## config.mk

```make
export PLATFORM = sky130hd
export DESIGN_NAME = self_test_regs
export DESIGN_NICKNAME = d
export VERILOG_FILES = /design/src/st_regs_pkg.sv /design/src/self_test_regs.sv /design/src/scl_timer.sv /design/src/err_counter.sv
export SDC_FILE = /design/constraint.sdc
export NUM_CORES = 1
export LEC_CHECK = 0
export ABC_AREA = 1
export BUFFER_PORTS_ARGS = -buffer_cell sky130_fd_sc_hd__buf_4
export CORE_ASPECT_RATIO = 2
export CORE_MARGIN = 2
export CORE_UTILIZATION = 38
export CTS_BUF_LIST = sky130_fd_sc_hd__clkbuf_4 sky130_fd_sc_hd__clkbuf_8
export CTS_CLUSTER_SIZE = 14
export DETAILED_ROUTE_END_ITERATION = 8
export GPL_TIMING_DRIVEN = 0
export PLACE_DENSITY_LB_ADDON = 0.08
export SYNTH_ARGS = -nofsm -noshare
export SYNTH_HDL_FRONTEND = slang
export SYNTH_SLANG_ARGS = --single-unit
```

## constraint.sdc

```tcl
create_clock -name aclk -period 3.25 [get_ports aclk]
set_clock_uncertainty 0.1 [all_clocks]
set_input_delay 0.325 -clock aclk [delete_from_list [all_inputs] [get_ports aclk]]
set_output_delay 0.325 -clock aclk [all_outputs]
set_load 0.02 [all_outputs]
```

## src/st_regs_pkg.sv

```systemverilog
// Package for the self-test and local I2C timing register bank.
// Assumes a single 10 MHz clock domain and an AXI4-Lite register bus.
package st_regs_pkg;
	// ==========================================================
	// Register indices; the bus byte address is four times the index.
	localparam logic [7:0] OFF_SELF_TEST_CTRL      = 8'h24;
	localparam logic [7:0] OFF_SELF_TEST_ERR_TOTAL = 8'h25;
	localparam logic [7:0] OFF_I2C_CLK_HIGH_WIDTH  = 8'h26;
	localparam logic [7:0] OFF_I2C_CLK_LOW_WIDTH   = 8'h27;
	localparam logic [7:0] OFF_AUX_CTRL            = 8'h30;
	localparam logic [7:0] OFF_IRQ_STATUS          = 8'h31;
	localparam logic [7:0] OFF_IRQ_MASK            = 8'h32;
	// Index to byte address shift, needed because the printed offsets are not word aligned.
	localparam int         IDX_SHIFT               = 2;
	// ==========================================================
	// Field positions of self_test_ctrl
	localparam int         F_OUT_MODE_HI           = 7;
	localparam int         F_OUT_MODE_LO           = 6;
	localparam int         F_OSC_HI                = 5;
	localparam int         F_OSC_LO                = 4;
	localparam int         F_PIN_CFG               = 3;
	localparam int         F_CSRC_HI               = 2;
	localparam int         F_CSRC_LO               = 1;
	localparam int         F_EN                    = 0;
	// Field positions of aux_ctrl
	localparam int         F_AUTO_CLK_EN           = 5;
	localparam int         F_SECOND_PORT           = 0;
	// Interrupt bit positions
	localparam int         IRQ_ERR                 = 0;
	localparam int         IRQ_CSRC_SENT           = 1;
	// ==========================================================
	// Reset values
	localparam logic [7:0] RST_SELF_TEST_CTRL      = 8'h08;
	localparam logic [7:0] RST_HIGH_WIDTH          = 8'h83;
	localparam logic [7:0] RST_LOW_WIDTH           = 8'h84;
	localparam logic [7:0] RST_AUX_CTRL            = 8'h00;
	// ==========================================================
	// Timing: pulse width unit and bus clock.
	localparam int         UNIT_NS                 = 50;
	localparam int         CLK_NS                  = 100;
	localparam int         UNIT_CYC                = (UNIT_NS + CLK_NS - 1) / CLK_NS;
	localparam logic [7:0] MIN_HIGH_WIDTH          = 8'h07;
	// Output mode, oscillator select and bus response codes.
	localparam logic [1:0] MODE_NONE               = 2'h0;
	localparam logic [1:0] MODE_ALT                = 2'h1;
	localparam logic [1:0] OSC_50                  = 2'h0;
	localparam logic [1:0] OSC_25                  = 2'h1;
	localparam logic [1:0] OSC_10                  = 2'h2;
	localparam logic [1:0] OSC_RSVD                = 2'h3;
	localparam logic [1:0] RESP_OKAY               = 2'h0;
	localparam logic [1:0] RESP_SLVERR             = 2'h2;
endpackage

```

## src/self_test_regs.sv

```systemverilog
// Self-test control, error total and local I2C clock width registers.
// Assumes an AXI4-Lite master on aclk and a synchronous low reset.
// Functional notes
// - The output mode gives no toggling for 00, alternating 1/0 for 01, self-test data when the top bit is set.
// - The oscillator field picks 50, 25 or 10 MHz for 00, 01, 10, and software avoids reserved 11.
// - The oscillator choice acts only while the automatic clock enable bit is set.
// - Pin configuration bit one means the pin configures self-test, zero means register bits 2:0 do.
// - When self-test starts, the clock source field is sent to the remote serializer offset 0x14.
// - The enable bit turns self-test on or off and resets to zero.
// - The error total reads the count of the port named by the second-port select.
// - The high width sets SCL high time in 50 ns units when acting as controller; the code times each unit as one 100 ns cycle.
// - The high width resets to 0x83.
// - The low width sets SCL low time in 50 ns units and resets to 0x84; the code times each unit as one 100 ns cycle.
// - The target uses the low width as SDA setup before releasing a held SCL.
//
// The AXI4-Lite slave port is this design's own decision.
`timescale 1ns/10ps
module self_test_regs
	import st_regs_pkg::*;
(
	// Clock and reset
	input  wire logic        aclk,
	input  wire logic        aresetn,
	// AXI4-Lite write address and data
	input  wire logic [7:0]  s_axi_awaddr,
	input  wire logic        s_axi_awvalid,
	output logic             s_axi_awready,
	input  wire logic [31:0] s_axi_wdata,
	input  wire logic [3:0]  s_axi_wstrb,
	input  wire logic        s_axi_wvalid,
	output logic             s_axi_wready,
	// AXI4-Lite write response
	output logic [1:0]       s_axi_bresp,
	output logic             s_axi_bvalid,
	input  wire logic        s_axi_bready,
	// AXI4-Lite read
	input  wire logic [7:0]  s_axi_araddr,
	input  wire logic        s_axi_arvalid,
	output logic             s_axi_arready,
	output logic [31:0]      s_axi_rdata,
	output logic [1:0]       s_axi_rresp,
	output logic             s_axi_rvalid,
	input  wire logic        s_axi_rready,
	// Self-test pins and link side
	input  wire logic        self_test_pin,
	input  wire logic [1:0]  link_err_pulse,
	input  wire logic        test_data_bit,
	output logic             test_out_q,
	output logic [1:0]       osc_clk_freq_sel_q,
	output logic             self_test_active_q,
	output logic             remote_csrc_wr_q,
	output logic [1:0]       remote_csrc_q,
	// I2C timing
	input  wire logic        i2c_ctl_run,
	input  wire logic        i2c_tgt_hold,
	output logic             scl_out_q,
	output logic             scl_release_q,
	// Interrupt
	output logic             irq_q
);
	import st_regs_pkg::*;

	logic [7:0]  ctrl_q;
	logic [7:0]  high_q;
	logic [7:0]  low_q;
	logic [7:0]  aux_q;
	logic [1:0]  ist_q;
	logic [1:0]  imask_q;
	logic [7:0]  err_total;
	logic [2:0]  pin_s_q;
	logic        pin_q;
	logic        en_eff;
	logic        en_prev_q;
	logic        err_seen;
	logic        aw_hold_q;
	logic        w_hold_q;
	logic [7:0]  aw_q;
	logic [31:0] wd_q;
	logic        wstb_q;
	logic        do_wr;
	logic        wr_hit;
	logic        irq_wr;

	// Byte lane 0 carries every narrow register; a byte address hits when it is four times the index.
	function automatic logic is_addr(input logic [7:0] a, input logic [7:0] off);
		return {2'b00, a[7:IDX_SHIFT]} == off && a[1:0] == 2'b00;
	endfunction

	// ==========================================================
	// Write channel: take address and data in either order.
	assign do_wr = aw_hold_q && w_hold_q && !s_axi_bvalid;
	always_ff @(posedge aclk) begin
		if (!aresetn) begin
			aw_hold_q     <= 1'b0;
			w_hold_q      <= 1'b0;
			aw_q          <= 8'h00;
			wd_q          <= 32'h0000_0000;
			wstb_q        <= 1'b0;
			s_axi_awready <= 1'b0;
			s_axi_wready  <= 1'b0;
			s_axi_bvalid  <= 1'b0;
			s_axi_bresp   <= RESP_OKAY;
		end else begin
			s_axi_awready <= !aw_hold_q && !s_axi_awready && s_axi_awvalid;
			s_axi_wready  <= !w_hold_q && !s_axi_wready && s_axi_wvalid;
			if (s_axi_awvalid && s_axi_awready) begin
				aw_hold_q <= 1'b1;
				aw_q      <= s_axi_awaddr;
			end
			if (s_axi_wvalid && s_axi_wready) begin
				w_hold_q <= 1'b1;
				wd_q     <= s_axi_wdata;
				wstb_q   <= s_axi_wstrb[0];
			end
			if (do_wr) begin
				aw_hold_q    <= 1'b0;
				w_hold_q     <= 1'b0;
				s_axi_bvalid <= 1'b1;
				s_axi_bresp  <= wr_hit ? RESP_OKAY : RESP_SLVERR;
			end else if (s_axi_bvalid && s_axi_bready) begin
				s_axi_bvalid <= 1'b0;
			end
		end
	end

	assign wr_hit = is_addr(aw_q, OFF_SELF_TEST_CTRL) || is_addr(aw_q, OFF_SELF_TEST_ERR_TOTAL)
		|| is_addr(aw_q, OFF_I2C_CLK_HIGH_WIDTH) || is_addr(aw_q, OFF_I2C_CLK_LOW_WIDTH)
		|| is_addr(aw_q, OFF_AUX_CTRL) || is_addr(aw_q, OFF_IRQ_STATUS) || is_addr(aw_q, OFF_IRQ_MASK);

	// ==========================================================
	// Register writes; the error total is read-only and ignores writes.
	always_ff @(posedge aclk) begin
		if (!aresetn) begin
			ctrl_q  <= RST_SELF_TEST_CTRL;
			high_q  <= RST_HIGH_WIDTH;
			low_q   <= RST_LOW_WIDTH;
			aux_q   <= RST_AUX_CTRL;
			imask_q <= 2'h0;
		end else if (do_wr && wstb_q) begin
			if (is_addr(aw_q, OFF_SELF_TEST_CTRL)) begin
				ctrl_q <= wd_q[7:0];
			end
			if (is_addr(aw_q, OFF_I2C_CLK_HIGH_WIDTH)) begin
				high_q <= wd_q[7:0];
			end
			if (is_addr(aw_q, OFF_I2C_CLK_LOW_WIDTH)) begin
				low_q <= wd_q[7:0];
			end
			if (is_addr(aw_q, OFF_AUX_CTRL)) begin
				aux_q <= wd_q[7:0];
			end
			if (is_addr(aw_q, OFF_IRQ_MASK)) begin
				imask_q <= wd_q[1:0];
			end
		end
	end

	// ==========================================================
	// Read channel answers one cycle after the address is taken.
	always_ff @(posedge aclk) begin
		if (!aresetn) begin
			s_axi_arready <= 1'b0;
			s_axi_rvalid  <= 1'b0;
			s_axi_rdata   <= 32'h0000_0000;
			s_axi_rresp   <= RESP_OKAY;
		end else begin
			s_axi_arready <= !s_axi_arready && !s_axi_rvalid && s_axi_arvalid;
			if (s_axi_arvalid && s_axi_arready) begin
				s_axi_rvalid <= 1'b1;
				s_axi_rresp  <= RESP_OKAY;
				if (is_addr(s_axi_araddr, OFF_SELF_TEST_CTRL)) begin
					s_axi_rdata <= {24'h000000, ctrl_q};
				end else if (is_addr(s_axi_araddr, OFF_SELF_TEST_ERR_TOTAL)) begin
					s_axi_rdata <= {24'h000000, err_total};
				end else if (is_addr(s_axi_araddr, OFF_I2C_CLK_HIGH_WIDTH)) begin
					s_axi_rdata <= {24'h000000, high_q};
				end else if (is_addr(s_axi_araddr, OFF_I2C_CLK_LOW_WIDTH)) begin
					s_axi_rdata <= {24'h000000, low_q};
				end else if (is_addr(s_axi_araddr, OFF_AUX_CTRL)) begin
					s_axi_rdata <= {24'h000000, aux_q};
				end else if (is_addr(s_axi_araddr, OFF_IRQ_STATUS)) begin
					s_axi_rdata <= {30'h0, ist_q};
				end else if (is_addr(s_axi_araddr, OFF_IRQ_MASK)) begin
					s_axi_rdata <= {30'h0, imask_q};
				end else begin
					s_axi_rdata <= 32'h0000_0000;
					s_axi_rresp <= RESP_SLVERR;
				end
			end else if (s_axi_rvalid && s_axi_rready) begin
				s_axi_rvalid <= 1'b0;
			end
		end
	end

	// ==========================================================
	// Pin synchroniser: a change counts once stages two and three agree.
	always_ff @(posedge aclk) begin
		if (!aresetn) begin
			pin_s_q <= 3'h0;
			pin_q   <= 1'b0;
		end else begin
			pin_s_q <= {pin_s_q[1:0], self_test_pin};
			if (pin_s_q[1] == pin_s_q[2]) begin
				pin_q <= pin_s_q[2];
			end
		end
	end

	// Pin or register source for the enable.
	assign en_eff = ctrl_q[F_PIN_CFG] ? pin_q : ctrl_q[F_EN];

	// ==========================================================
	// Self-test state, remote clock source push and output pattern.
	always_ff @(posedge aclk) begin
		if (!aresetn) begin
			en_prev_q          <= 1'b0;
			self_test_active_q <= 1'b0;
			remote_csrc_wr_q   <= 1'b0;
			remote_csrc_q      <= 2'h0;
			test_out_q         <= 1'b0;
		end else begin
			en_prev_q          <= en_eff;
			self_test_active_q <= en_eff;
			remote_csrc_wr_q   <= en_eff && !en_prev_q;
			if (en_eff && !en_prev_q) begin
				remote_csrc_q <= ctrl_q[F_CSRC_HI:F_CSRC_LO];
			end
			if (!en_eff || ctrl_q[F_OUT_MODE_HI:F_OUT_MODE_LO] == MODE_NONE) begin
				test_out_q <= 1'b0;
			end else if (ctrl_q[F_OUT_MODE_HI:F_OUT_MODE_LO] == MODE_ALT) begin
				test_out_q <= ~test_out_q;
			end else begin
				test_out_q <= test_data_bit;
			end
		end
	end

	// Oscillator select passes only with automatic clock enabled; reserved code holds 25 MHz.
	always_ff @(posedge aclk) begin
		if (!aresetn) begin
			osc_clk_freq_sel_q <= OSC_50;
		end else if (aux_q[F_AUTO_CLK_EN]) begin
			osc_clk_freq_sel_q <= (ctrl_q[F_OSC_HI:F_OSC_LO] == OSC_RSVD) ? OSC_25
				: ctrl_q[F_OSC_HI:F_OSC_LO];
		end
	end

	// ==========================================================
	// Sticky interrupts; a set in the same cycle beats a write-one clear.
	assign err_seen = self_test_active_q && (|link_err_pulse);
	assign irq_wr   = do_wr && wstb_q && is_addr(aw_q, OFF_IRQ_STATUS);
	always_ff @(posedge aclk) begin
		if (!aresetn) begin
			ist_q <= 2'h0;
			irq_q <= 1'b0;
		end else begin
			ist_q[IRQ_ERR]       <= err_seen || (ist_q[IRQ_ERR] && !(irq_wr && wd_q[IRQ_ERR]));
			ist_q[IRQ_CSRC_SENT] <= remote_csrc_wr_q
				|| (ist_q[IRQ_CSRC_SENT] && !(irq_wr && wd_q[IRQ_CSRC_SENT]));
			irq_q                <= |(ist_q & ~imask_q); // A set mask bit hides its status bit.
		end
	end

	// ==========================================================
	// Submodules.
	err_counter u_err (
		.aclk     (aclk),
		.aresetn  (aresetn),
		.run      (self_test_active_q),
		.clear    (en_eff && !en_prev_q),
		.err_pulse(link_err_pulse),
		.sel      (aux_q[F_SECOND_PORT]),
		.total_q  (err_total)
	);

	scl_timer u_scl (
		.aclk         (aclk),
		.aresetn      (aresetn),
		.high_width   (high_q),
		.low_width    (low_q),
		.ctl_run      (i2c_ctl_run),
		.tgt_hold     (i2c_tgt_hold),
		.scl_out_q    (scl_out_q),
		.scl_release_q(scl_release_q)
	);
endmodule

```

## src/scl_timer.sv

```systemverilog
// Times SCL high and low phases and the target SDA setup hold-off.
// Assumes widths come straight from register flops on the same clock.
`timescale 1ns/10ps
module scl_timer
	import st_regs_pkg::*;
(
	// Clock and reset
	input  wire logic       aclk,
	input  wire logic       aresetn,
	// Widths in units of one 100 ns clock cycle
	input  wire logic [7:0] high_width,
	input  wire logic [7:0] low_width,
	// Controller and target requests
	input  wire logic       ctl_run,
	input  wire logic       tgt_hold,
	// Results
	output logic            scl_out_q,
	output logic            scl_release_q
);
	import st_regs_pkg::*;

	logic [15:0] cnt_q;

	// Converts a width in units to clock cycles, never under one.
	function automatic logic [15:0] to_cyc(input logic [7:0] w);
		logic [15:0] c;
		c = 16'(w) * 16'(UNIT_CYC);
		return (c == 16'h0000) ? 16'h0001 : c;
	endfunction

	// ==========================================================
	// Controller clock: high for high_width units, low for low_width.
	always_ff @(posedge aclk) begin
		if (!aresetn) begin
			cnt_q     <= 16'h0000;
			scl_out_q <= 1'b1;
		end else if (!ctl_run) begin
			cnt_q     <= 16'h0000;
			scl_out_q <= 1'b1;
		end else if (cnt_q + 16'h0001 >= to_cyc(scl_out_q ? high_width : low_width)) begin
			cnt_q     <= 16'h0000;
			scl_out_q <= ~scl_out_q;
		end else begin
			cnt_q <= cnt_q + 16'h0001;
		end
	end

	// Target stretch: SCL is released only after the low width passes.
	logic [15:0] tcnt_q;
	always_ff @(posedge aclk) begin
		if (!aresetn) begin
			tcnt_q        <= 16'h0000;
			scl_release_q <= 1'b0;
		end else begin
			if (!tgt_hold) begin
				tcnt_q        <= 16'h0000;
				scl_release_q <= 1'b0;
			end else if (tcnt_q + 16'h0001 >= to_cyc(low_width)) begin
				scl_release_q <= 1'b1;
			end else begin
				tcnt_q <= tcnt_q + 16'h0001;
			end
		end
	end
endmodule

```

## src/err_counter.sv

```systemverilog
// Two per-port saturating self-test error counters.
// Assumes error strobes are one-cycle pulses on the bus clock.
`timescale 1ns/10ps
module err_counter
	import st_regs_pkg::*;
(
	// Clock and reset
	input  wire logic       aclk,
	input  wire logic       aresetn,
	// Control
	input  wire logic       run,
	input  wire logic       clear,
	input  wire logic [1:0] err_pulse,
	input  wire logic       sel,
	// Selected total
	output logic [7:0]      total_q
);
	import st_regs_pkg::*;

	logic [7:0] cnt_q [2];

	// ==========================================================
	// Counters saturate so a long run never wraps back to a small value.
	always_ff @(posedge aclk) begin
		for (int i = 0; i < 2; i++) begin
			if (!aresetn || clear) begin
				cnt_q[i] <= 8'h00;
			end else if (run && err_pulse[i] && cnt_q[i] != 8'hFF) begin
				cnt_q[i] <= cnt_q[i] + 8'h01;
			end
		end
	end

	// Presents the port chosen by the second-port select.
	always_ff @(posedge aclk) begin
		if (!aresetn) begin
			total_q <= 8'h00;
		end else begin
			total_q <= cnt_q[sel ? 1 : 0];
		end
	end
endmodule

```

# Word level (Yosys, flattened, before mapping)
# Memory sizes are Yosys's and may differ from the RTL's. A register that Yosys moved wholly into a read port is not among the register bits.
# Cells that the tools add are included.
# totals
inputBits,65
ramBits,16
memories,1
elab_cells,182
output_inout_bits,51
register_bits,142
# op_classes
n_eq_ne,19
muxes,36
n_addsub,4
n_bitwise,8
magnitude_cmp,2
n_reduce_logical,81
# mem_list
name,depth,width,rd,rd_clocked_by_memory_dff,wr,line,text
u_err.cnt_q,2,8,3,1,2,err_counter.sv:20,logic [7:0] cnt_q [2];
# ops
op,count
$eq A6 B6 Y1 const B,14
$mux W8,10
$logic_and A1 B1 Y1,39
$add A16 B1 Y16 const B,2
$ge A16 B16 Y1,2
$mux W2,11
$logic_not A9 Y1,2
$add A8 B1 Y8 const B,2
$ne A8 B8 Y1 const B,2
$mux W1,15
$reduce_and A2 Y1,7
$logic_not A1 Y1,13
$logic_or A1 B1 Y1,10
$reduce_or A2 Y1,4
$logic_not A2 Y1,3
$not A1 Y1,4
$reduce_bool A2 Y1,2
$reduce_or A3 Y1,1
$and A2 B2 Y2,1
$eq A2 B1 Y1 const B,1
$eq A2 B2 Y1 const B,1
$not A2 Y2,1
$or A1 B1 Y1,2
$eq A1 B1 Y1,1

# Longest topological paths before layout
# Gate-level depths: netlist of the first run.
# logic_depth
ltp_word,9
ltp_mapped,14
ltp_nobuf,13

# Hierarchy
# A second synthesis of the first run with hierarchy kept.
# hier_totals
cells_unflattened,956
area_unflattened_um2,7150.6
# modules_own_cells
mod,cells_per_inst,area_each_um2,n_inst,seq_area_each_um2
self_test_regs,475,3694.8,1,1641.6
scl_timer,345,2263.4,1,680.7
err_counter,136,1192.4,1,640.6

# Worst setup path after synthesis of the first run
# Ideal clock, no wire load.
# synth_path
path_kind,register -> register
from,register u_scl.tcnt_q[0]
to,register u_scl.tcnt_q[4]
synth_period_minus_slack_ns,2.318
setup_slack_ns,0.932
path_stages_with_launch,13
required_ns,3.037
setup_time_ns,0.113
arrival_time_ns,2.106
n_path_buf,1
path_cell_list,dfxtp_1 ha_1 nand2_1 nor2_2 xor2_1 ha_1 nand2_1 nor2_1 a21oi_1 nand4_2 buf_2 nor2_1 nor2_1
# synth_between
elab_chain_len,2
# synth_lines
item,line,text
start: declaration,scl_timer.sv:49,logic [15:0] tcnt_q;
start signal: assignment,scl_timer.sv:61,tcnt_q <= tcnt_q + 16'h0001;
$add A16 B1 Y16 (*),"scl_timer.sv:58, scl_timer.sv:61",
$ge A16 B16 Y1,scl_timer.sv:58,end else if (tcnt_q + 16'h0001 >= to_cyc(low_width)) begin
# Mark *: on every way between the ends. The rest lies on a longest branch, timed or not.
# A chain may end at the register's enable or synchronous reset.

# Worst setup path in the final report of the first run
# layout_path
from,register u_scl.tcnt_q[0]
to,register u_scl.tcnt_q[5]
# Same word-level chain as after synthesis.

==> results of run 1 <==
cells by family after synthesis:
| kind of cell | count (synthesis) | share of synthesized area |
|---|---|---|
| flops | 140 | 0.429 |
| other cells | 1 | 0.000542 |
| simple gates | 402 | 0.247 |
| mux | 1 | 0.00145 |
| xor+xnor | 16 | 0.0203 |
| fa+ha+maj | 20 | 0.0362 |
| compound gates | 191 | 0.150 |
| buf+inv | 185 | 0.116 |
final cells by class:
| class | count | area share |
|---|---|---|
| Inverter | 137 | 0.0623 |
| Tap cell | 213 | 0.0323 |
| Timing Repair Buffer | 68 | 0.0640 |
| Multi-Input combinational cell | 664 | 0.397 |
| Sequential cell | 140 | 0.359 |
| Clock buffer | 17 | 0.0284 |
| Buffer | 48 | 0.0349 |
| Clock inverter | 15 | 0.0223 |
metal layers:
metal / vias to the layer above / GRT usage
met5: - / 0
met3: 52 / 0.0327
met2: 108 / 0.429
met4: 0 / 0.112
met1: 2845 / 0.181
li1: 3293 / -
registers in the layout (all words and copies together) (netlist names), 2 cells and up:
register            flops
wd_q                    8
s_axi_rdata             8
pin_s_q                 3
ist_q                   2
high_q                  8
low_q                   8
remote_csrc_q           2
osc_clk_freq_sel_q      2
aux_q                   8
u_scl.cnt_q            16
imask_q                 2
aw_q                    8
u_scl.tcnt_q           16
u_err.total_q           8
ctrl_q                  8
u_err.cnt_q            16
what timing repair did:
action	in CTS	in global routing
hold buffers	7	0
hold endpoints to repair	7	0
buffers inserted	0	0
gates resized for setup	0	0
final timing paths:
| kind | from | end | slack (ns) | cells after the start |
|---|---|---|---|---|
| worst min-delay path | s_axi_wdata[4] | wd_q[4] | 0.02 | 3 |
| worst max register to register | u_scl.tcnt_q[0] | u_scl.tcnt_q[5] | 0.41 | 12 |
| worst max-delay path | u_scl.tcnt_q[0] | u_scl.tcnt_q[5] | 0.41 | 12 |
| worst min register to register | pin_s_q[0] | pin_s_q[1] | 0.32 | 2 |
through the flow:
stage	power, uW	cells
finish	3590	1302
global route	3750	1302
CTS	3640	1302
detailed placement	2130	1263
global placement	2130	1263
floorplan	2020	989
worst reg2reg max path, cell delays in order, from the launching register on:
cell and delay (ns):
dfxtp_1 0.50, ha_1 0.32, nand2_1 0.11, nor2_2 0.25
xor2_1 0.26, ha_1 0.27, nand2_1 0.06, nor2_1 0.05
a21oi_1 0.21, nand4_2 0.19, buf_2 0.25, nor2_1 0.12
nor2_1 0.05
power groups by stage:
stage / combinational (uW) / sequential, uW / clock, uW
5_1_grt: 308 / 1820 / 1610
3_5_place_dp: 269 / 1860 / 0
2_1_floorplan: 168 / 1860 / 0
4_1_cts: 277 / 1820 / 1550
3_3_place_gp: 268 / 1860 / 0
6_report: 274 / 1820 / 1500
layout by cell type, fill, tap and decap left out, drive strengths merged, types with 2 or more instances in the layout:
cell type	synthesis	layout
nand2	168	168
nor2	146	146
inv	137	143
dfxtp	124	124
buf	30	91
o21ai	90	90
a21oi	70	70
nand3	39	39
clkbuf	18	35
conb	1	34
nor3	20	20
ha	20	20
nand4	19	19
edfxtp	16	16
xor2	13	13
o211ai	9	9
dlygate4sd3	0	7
a31oi	6	6
o221ai	4	4
nor3b	4	4
clkinvlp	0	4
nor4	3	3
xnor2	3	3
bufinv	0	3
o22ai	2	2
or2	2	2
a21o	2	2
o21bai	2	2
clkinv	0	2
==> flow_summary.ini, run 1 <==
[die]
design.core.area_mm2 = 0.0178
initial_core_util = 0.389
die_x_um = 99.4
floorplan.io_pins = 116
die_h_um = 195
fp-row-count = 69
die-area_mm2 = 0.0194

[cells_and_area]
multi_input_area_mm2 = 0.00327
antenna_cells = 0
final_core_utilization = 0.464
nets = 1161
register_area_mm2 = 0.00296
syn2layout_area_growth_pct = 19.3
post-route-cell-area_mm2 = 0.00825
layout-drive-gt1-share = 0.129
filler_cell_count = 1883

[synth]
synth.yosys.warnings = 0
post-synth-top-area-fraction = 0.359
syn-instance-count = 956
synth_top_area_cell = dfxtp_1
post_synthesis_register_bit_count = 140
synth_area_leaders = dfxtp_1 (36%), nand2_1 (9.0%), nor2_1 (7.5%)
synth_top_flop_cell = dfxtp_1
synth-seq-area-share = 0.429
synth.cells.most_frequent = nand2_1 (165), nor2_1 (138), inv_1 (135)
post-synth-top-count-cell = nand2_1
synth_cell_type_count = 43
syn_area_mm2 = 0.00691
synthesis.area_per_instance_um2 = 7.23
number_of_enable_type_register_cells_in_the_synthesized_netlist = 16
asyncSetResetFlopFracSynth = 0

[placement]
placement.setup.worst_slack_ns = 0.446
detailed_place_hpwl_mm = 15.8
rd_place_congestion = 0.861
numPortBuffers = 61
post_dp_cell_area_mm2 = 0.00776

[timing]
timing.final.setup_violations = 0
finalSetupTns_ns = 0
max_slew.worst_pin.slew_ns = 0.799
timing_hold_violations_final = 0
slew_headroom = 0.462
period_minus_slack_ns = 2.84
rsz0062_at_grt = false
fmaxAchievable_mhz = 352
timing.final.max_slew_violations = 0
worst_case_hold_slack_ns = 0.0239
final_worst_path_period_share = 0.874
finalWorstSetupSlack_ns = 0.408

[drt]
highest-signal-layer = met4
met3RoutedLength_um = 451
route.met2.wl_mm = 11.6
ant_nets = 0
drt_drc = 0
drt_first_pass_iters = 4
wirelength_mm = 19.3
drtIter0Drc = 198
post_drt_via_cell_ratio = 4.84
detail_route.wl_per_cell_um = 14.8
wl_met1_mm = 6.34
via_count = 6298

[pwr]
power.static_leakage_uw = 0.00366
p_comb_frac = 0.076
cell_internal_pwr_uw = 2660
power_frac_seq = 0.506
worst_ir_drop_vdd_mv = 0.299
power.switching_uw = 930
netSwitchingFraction = 0.259
clkPwrFrac = 0.418
power_per_cell_area_mw_per_mm2 = 436

[clock_tree]
tritoncts.num_buffers = 17
cts_htree_levels = 4
cts_tree = done
clkLatencyLatePin_ns = 0.46
cts_root_buffer = clkbuf_8
clk_transition_reported_paths_ns = 0.09
numClockSinks = 140
cts.path.max_buffers = 2

[grt]
gr-total-overflow = 0
number_of_antenna_violations_at_the_first_check_in_global_routing = 0
grt_max_degree = 17
via_count_of_the_first_global_routing_pass = 6385
grt_pass1_wl_mm = 31.2
groute.usage.overall = 0.209

[worst_setup_path]
critPathRequiredTime_ns = 3.51
crit_arrival_ns = 3.10
timing.critical_path.cells = ha_1, nand2_1, nor2_2, xor2_1, ha_1, nand2_1, nor2_1, a21oi_1, nand4_2, buf_2, nor2_1, nor2_1
critPathMostFrequentCell = nor2_1
setup_cp_type = flip-flop to flip-flop
crit_fanout = 10
delay_heaviest_family_cp = simple AND/OR/NAND/NOR gates
crit_path_end_kind = flip-flop
setup.worst_path.start_class = flip-flop
critPathSlowestCell = dfxtp_1
crit_path_max_incr_delay_ns = 0.50
worst-path-buf-inv = 1

[min_path]
min_path_type = primary input to flip-flop

[job]
maxCapViolations = 0

[status]
status = finished clean
(Power assumes the default switching activity.)
==> run 2, diff against run 1 <==
--- a/config.mk
+++ b/config.mk
@@ -14,7 +14,10 @@
 export CTS_CLUSTER_SIZE = 14
 export DETAILED_ROUTE_END_ITERATION = 8
 export GPL_TIMING_DRIVEN = 0
+export HOLD_SLACK_MARGIN = 0.06
 export PLACE_DENSITY_LB_ADDON = 0.08
+export SLEW_MARGIN = 25
 export SYNTH_ARGS = -nofsm -noshare
 export SYNTH_HDL_FRONTEND = slang
+export SYNTH_HIERARCHICAL = 1
 export SYNTH_SLANG_ARGS = --single-unit
==> flow_summary.ini, run 2 <==
[worst_setup_path]
crit_fanout = 10
crit_path_end_kind = flip-flop
timing.critical_path.cells = inv_1, clkbuf_1, o21ai_0, nand4_1, o22ai_1, ha_1, o21ai_0, nand2_1, nand2_1, nand2_1, a21oi_1, nor2_1, nor2_2, nand3_2, nor2_1
critPathSlowestCell = dfxtp_1
critPathRequiredTime_ns = 3.54
setup_cp_type = flip-flop to flip-flop
setup.worst_path.start_class = flip-flop
crit_arrival_ns = 3.21
critPathLaunch = u_scl/scl_out_q
delay_heaviest_family_cp = simple AND/OR/NAND/NOR gates
crit_path_max_incr_delay_ns = 0.44
worst-path-buf-inv = 2
worstReg2RegStart = u_scl/scl_out_q
critPathMostFrequentCell = nand2_1

[clock_tree]
clkLatencyLatePin_ns = 0.45
cts_hold_buffers = 21
cts_resized = 0
cts.path.max_buffers = 2
cts_tree = done
numClockSinks = 140
clk_transition_reported_paths_ns = 0.08
cts_root_buffer = clkbuf_8
cts_htree_levels = 4
cts_setup_buffers = 0
tritoncts.num_buffers = 17

[die]
die_h_um = 198
fp-row-count = 71
die_x_um = 101
initial_core_util = 0.383
floorplan.io_pins = 116
design.core.area_mm2 = 0.0187
die-area_mm2 = 0.0200

[drt]
drtIter0Drc = 231
post_drt_via_cell_ratio = 4.78
via_count = 6325
ant_nets = 0
detail_route.wl_per_cell_um = 14.6
wirelength_mm = 19.3
drt_drc = 0
drt_first_pass_iters = 4

[pwr]
clkPwrFrac = 0.438
p_comb_frac = 0.079
power.switching_uw = 895
power.static_leakage_uw = 0.00401
cell_internal_pwr_uw = 2860
netSwitchingFraction = 0.238
power_per_cell_area_mw_per_mm2 = 433
power_frac_seq = 0.483
fin_total_pwr_uw = 3760
worst_ir_drop_vdd_mv = 0.263

[synth]
post_synthesis_register_bit_count = 140
synth.yosys.warnings = 6
post-synth-top-count-cell = nand2_1
syn-instance-count = 956
synth_top_area_cell = dfxtp_1
synth_top_flop_cell = dfxtp_1
post-synth-top-area-fraction = 0.347
synth-seq-area-share = 0.414
synth.cells.most_frequent = nand2_1 (188), inv_1 (126), dfxtp_1 (124), nor2_1 (124), o21ai_0 (67)
syn_area_mm2 = 0.00715
number_of_enable_type_register_cells_in_the_synthesized_netlist = 16
synth_area_leaders = dfxtp_1 (35%), nand2_1 (9.9%), edfxtp_1 (6.7%)
synthesis.area_per_instance_um2 = 7.48
synth_cell_type_count = 46
asyncSetResetFlopFracSynth = 0

[placement]
rd_place_congestion = 0.849
post_dp_cell_area_mm2 = 0.00801
dp_cells = 1269
detailed_place_hpwl_mm = 15.1
numPortBuffers = 62

[cells_and_area]
syn2layout_area_growth_pct = 21.4
layout_commonest_cell = nand2_1
mostFrequentLayoutCells = nand2_1 (188), inv_1 (126), nor2_1 (124), dfxtp_1 (124), buf_4 (88)
post-route-cell-area_mm2 = 0.00868
stdcell_count = 1322
antenna_cells = 0
biggestRegsByFlops = u_err/cnt_q: 16 flops, u_scl/cnt_q: 16 flops, u_scl/tcnt_q: 16 flops
layout-drive-gt1-share = 0.166
nets = 1175

[grt]
gr-total-overflow = 0
number_of_antenna_violations_at_the_first_check_in_global_routing = 0
grt_max_degree = 17
grt_pass1_wl_mm = 30.8
groute.usage.overall = 0.202
via_count_of_the_first_global_routing_pass = 6228

[timing]
rsz0062_at_grt = false
period_minus_slack_ns = 2.92
finalSetupTns_ns = 0
final_worst_path_period_share = 0.899
timing.final.setup_violations = 0
timing.final.max_slew_violations = 0
fmaxAchievable_mhz = 342
worst_case_hold_slack_ns = 0.0886
max_slew.worst_pin.slew_ns = 0.625
slew_headroom = 0.583
timing_hold_violations_final = 0

[min_path]
hold_path_startpoint = i2c_ctl_run
min_path_type = primary input to flip-flop

[status]
status = finished clean

[job]
maxCapViolations = 0
[run 2: cell count changes after synthesis, moves of 8 or more]
cell      change
a211oi_2      +8
nor2_1       -14
inv_1         -9
nand2_1      +23
o21ai_0      -20
[run 2: worst paths after layout]
| path | cells past startpoint | end | slack [ns] |
|---|---|---|---|
| min | 4 | u_scl/scl_out_q | 0.09 |
| max | 15 | u_scl/cnt_q[0] | 0.33 |
| min reg2reg | 2 | pin_s_q[1] | 0.32 |
| max reg2reg | 15 | u_scl/cnt_q[0] | 0.33 |
[run 2: area by class of cell]
class                           count  area, um2
Fill cell                        1978       9970
Buffer                             44        303
Tap cell                          219        274
Sequential cell                   140       2960
Multi-Input combinational cell    671       3500
Clock inverter                     11        191
Inverter                          133        505
Clock buffer                       21        270
Timing Repair Buffer               83        676
[run 2: layer usage]
layer  vias up  GRT usage  part of all wire
met2       115      0.409              0.58
met5         -          0                 0
li1       3297          -                 -
met1      2875      0.185              0.36
met4         0     0.0986             0.042
met3        38     0.0307             0.027
[run 2: through the flow]
stage	utilization	worst slack (ns)
global route	0.465	0.0456
CTS	0.465	0.256
floorplan	-	0.803
global placement	0.429	0.354
finish	0.465	0.328
detailed placement	0.429	0.288
[run 2: worst min-delay path, cell delays in order]
cell and delay [ns]:
buf_4 0.10, nand2_1 0.05, inv_1 0.06, nand3_1 0.07
[run 2: power groups by stage]
stage                     Combinational (uW)  Sequential (uW)  Clock (uW)
after floorplan                          173             1850           0
after global placement                   277             1860           0
after global routing                     332             1820        1760
final                                    298             1810        1650
after CTS                                300             1820        1690
after detailed placement                 279             1860           0
[run 2: cell families (layout without fill, tap and decap cells)]
group,after synthesis,count (layout),synth area share
AOI/OAI and AO/OA,165,165,0.132
xor gates and xnor gates,19,19,0.0233
adders and majority gates,20,20,0.0350
buffers and inverters,177,292,0.113
DFF,140,140,0.414
muxes,1,1,0.00140
other,2,34,0.00105
and+or+nand+nor,432,432,0.280
==> run 3, diff against run 2 <==
==> constraint.sdc (replaced) <==
create_clock -name aclk -period 3.3 [get_ports aclk]
set_clock_uncertainty 0.1 [all_clocks]
set_input_delay 0.33 -clock aclk [delete_from_list [all_inputs] [get_ports aclk]]
set_output_delay 0.33 -clock aclk [all_outputs]
set_load 0.02 [all_outputs]
==> flow_summary.ini, run 3 (synthesized netlist as in run 2, its figures left out) <==
[status]
status = finished clean

[placement]
post_dp_cell_area_mm2 = 0.00801
numPortBuffers = 62
detailed_place_hpwl_mm = 15.1
rd_place_congestion = 0.849

[worst_setup_path]
setup_cp_type = flip-flop to flip-flop
critPathMostFrequentCell = nand2_1
ff2ff_path_depth = 15
regToRegEndpoint = u_scl/cnt_q[0]
crit_arrival_ns = 3.25
crit_path_max_incr_delay_ns = 0.44
crit_fanout = 10
critPathSlowestCell = dfxtp_1
worstReg2RegStart = u_scl/scl_out_q
timing.critical_path.cells = inv_1, clkbuf_1, o21ai_0, nand4_1, o22ai_1, ha_1, o21ai_0, nand2_1, nand2_1, nand2_1, a21oi_1, nor2_1, nor2_2, nand3_2, nor2_1
reg2reg_slack_ns = 0.34
setup.worst_path.start_class = flip-flop
crit_path_end_kind = flip-flop
critPathRequiredTime_ns = 3.59
cp_num_cells = 15
delay_heaviest_family_cp = simple AND/OR/NAND/NOR gates
worst-path-buf-inv = 2

[pwr]
power.switching_uw = 886
power_per_cell_area_mw_per_mm2 = 427
cell_internal_pwr_uw = 2820
worst_ir_drop_vdd_mv = 0.259
p_comb_frac = 0.079
power_frac_seq = 0.482
power.static_leakage_uw = 0.00401
netSwitchingFraction = 0.239
clkPwrFrac = 0.439

[drt]
wirelength_mm = 19.4
drtIter0Drc = 221
ant_nets = 0
detail_route.wl_per_cell_um = 14.7
post_drt_via_cell_ratio = 4.78
drt_first_pass_iters = 4
drt_drc = 0
via_count = 6311

[grt]
groute.usage.overall = 0.202
grt_pass1_wl_mm = 30.8
number_of_antenna_violations_at_the_first_check_in_global_routing = 0
via_count_of_the_first_global_routing_pass = 6228
grt_max_degree = 17
gr-total-overflow = 0

[timing]
max_slew.worst_pin.slew_ns = 0.639
timing_hold_violations_final = 0
rsz0062_at_grt = false
fmaxAchievable_mhz = 338
timing.final.setup_violations = 0
period_minus_slack_ns = 2.96
final_worst_path_period_share = 0.897
finalSetupTns_ns = 0
timing.final.max_slew_violations = 0
slew_headroom = 0.574

[cells_and_area]
multi_input_area_mm2 = 0.00350
layout-drive-gt1-share = 0.166
antenna_cells = 0
syn2layout_area_growth_pct = 21.3
nets = 1174
mostFrequentLayoutCells = nand2_1 (188), inv_1 (126), nor2_1 (124), dfxtp_1 (124), buf_4 (88)
register_area_mm2 = 0.00296
biggestRegsByFlops = u_err/cnt_q: 16 flops, u_scl/cnt_q: 16 flops, u_scl/tcnt_q: 16 flops
filler_cell_count = 1979
post-route-cell-area_mm2 = 0.00867
layout_commonest_cell = nand2_1

[clock_tree]
tritoncts.num_buffers = 17
cts_resized = 0
cts_root_buffer = clkbuf_8
cts_tree = done
cts.path.max_buffers = 2
cts_setup_buffers = 0
numClockSinks = 140
cts_htree_levels = 4
clk_transition_reported_paths_ns = 0.08
clkLatencyLatePin_ns = 0.45

[min_path]
min_to = wd_q[2]
min_path_type = primary input to flip-flop
hold_path_startpoint = s_axi_wdata[2]
hold_depth = 3

[die]
design.core.area_mm2 = 0.0187
die-area_mm2 = 0.0200
floorplan.io_pins = 116
fp-row-count = 71
initial_core_util = 0.383
die_h_um = 198
die_x_um = 101

[job]
maxCapViolations = 0
## run 3: changes by cell type in the layout (fill, tap and decap cells not counted)
cell	previous run	this run
dlygate4sd3_1	21	20
## run 3: power by group through the flow
stage | logic, uW | registers, uW | clock network (uW)
2_1_floorplan | 170 | 1830 | 0
3_3_place_gp | 273 | 1830 | 0
3_5_place_dp | 275 | 1830 | 0
4_1_cts | 294 | 1790 | 1660
5_1_grt | 326 | 1790 | 1730
6_report | 293 | 1790 | 1630
## run 3: cell type report
type	count	area share
buffer	44	0.0349
clock buffer	21	0.0312
clock inverter	11	0.0221
inverter	133	0.0583
multi-input combinational	671	0.404
sequential	140	0.342
tap	219	0.0316
timing repair buffer	82	0.0768
## run 3: how the worst max path moves through the flow
stage                    start             end  slack (ns)
3_3_place_gp   u_scl/scl_out_q  u_scl/cnt_q[0]        0.40
5_1_grt        u_scl/scl_out_q  u_scl/cnt_q[2]         0.1
6_report       u_scl/scl_out_q  u_scl/cnt_q[0]        0.34
2_1_floorplan  u_scl/scl_out_q  u_scl/cnt_q[0]        0.85
4_1_cts        u_scl/scl_out_q  u_scl/cnt_q[0]        0.31
3_5_place_dp   u_scl/scl_out_q  u_scl/cnt_q[1]        0.34
## run 3: what timing repair did
item / in CTS / in global routing
hold endpoints to repair: 18 / 0
hold buffers: 20 / 0
setup endpoints to repair: 0 / 0
## run 3: layer usage
layer	GRT usage	share of wire	routed length (um)	vias up
li1	-	-	-	3296
met5	0	0	0	-
met3	0.0307	0.026	496	29
met4	0.0986	0.037	708	0
met2	0.409	0.58	11200	99
met1	0.185	0.36	6980	2887
## run 3: worst register-to-register path: cells and delay by family (launching register included)
family	cells	cell delay (ns)
and+or+nand+nor	8	0.88
AOI/OAI and AO/OA	4	0.86
DFF	1	0.44
buffers and inverters	2	0.36
adders and majority gates	1	0.26
## run 3: stage by stage
step / hold WS [ns] / total power (uW) / cells / utilization / setup slack [ns]
after floorplan: 0.290 / 2000 / 988 / - / 0.853
after global placement: 0.297 / 2100 / 1269 / 0.429 / 0.404
after detailed placement: 0.302 / 2100 / 1269 / 0.429 / 0.338
after CTS: 0.0601 / 3750 / 1321 / 0.465 / 0.306
after global routing: 0.0738 / 3850 / 1321 / 0.465 / 0.0956
final: 0.0882 / 3710 / 1321 / 0.465 / 0.341
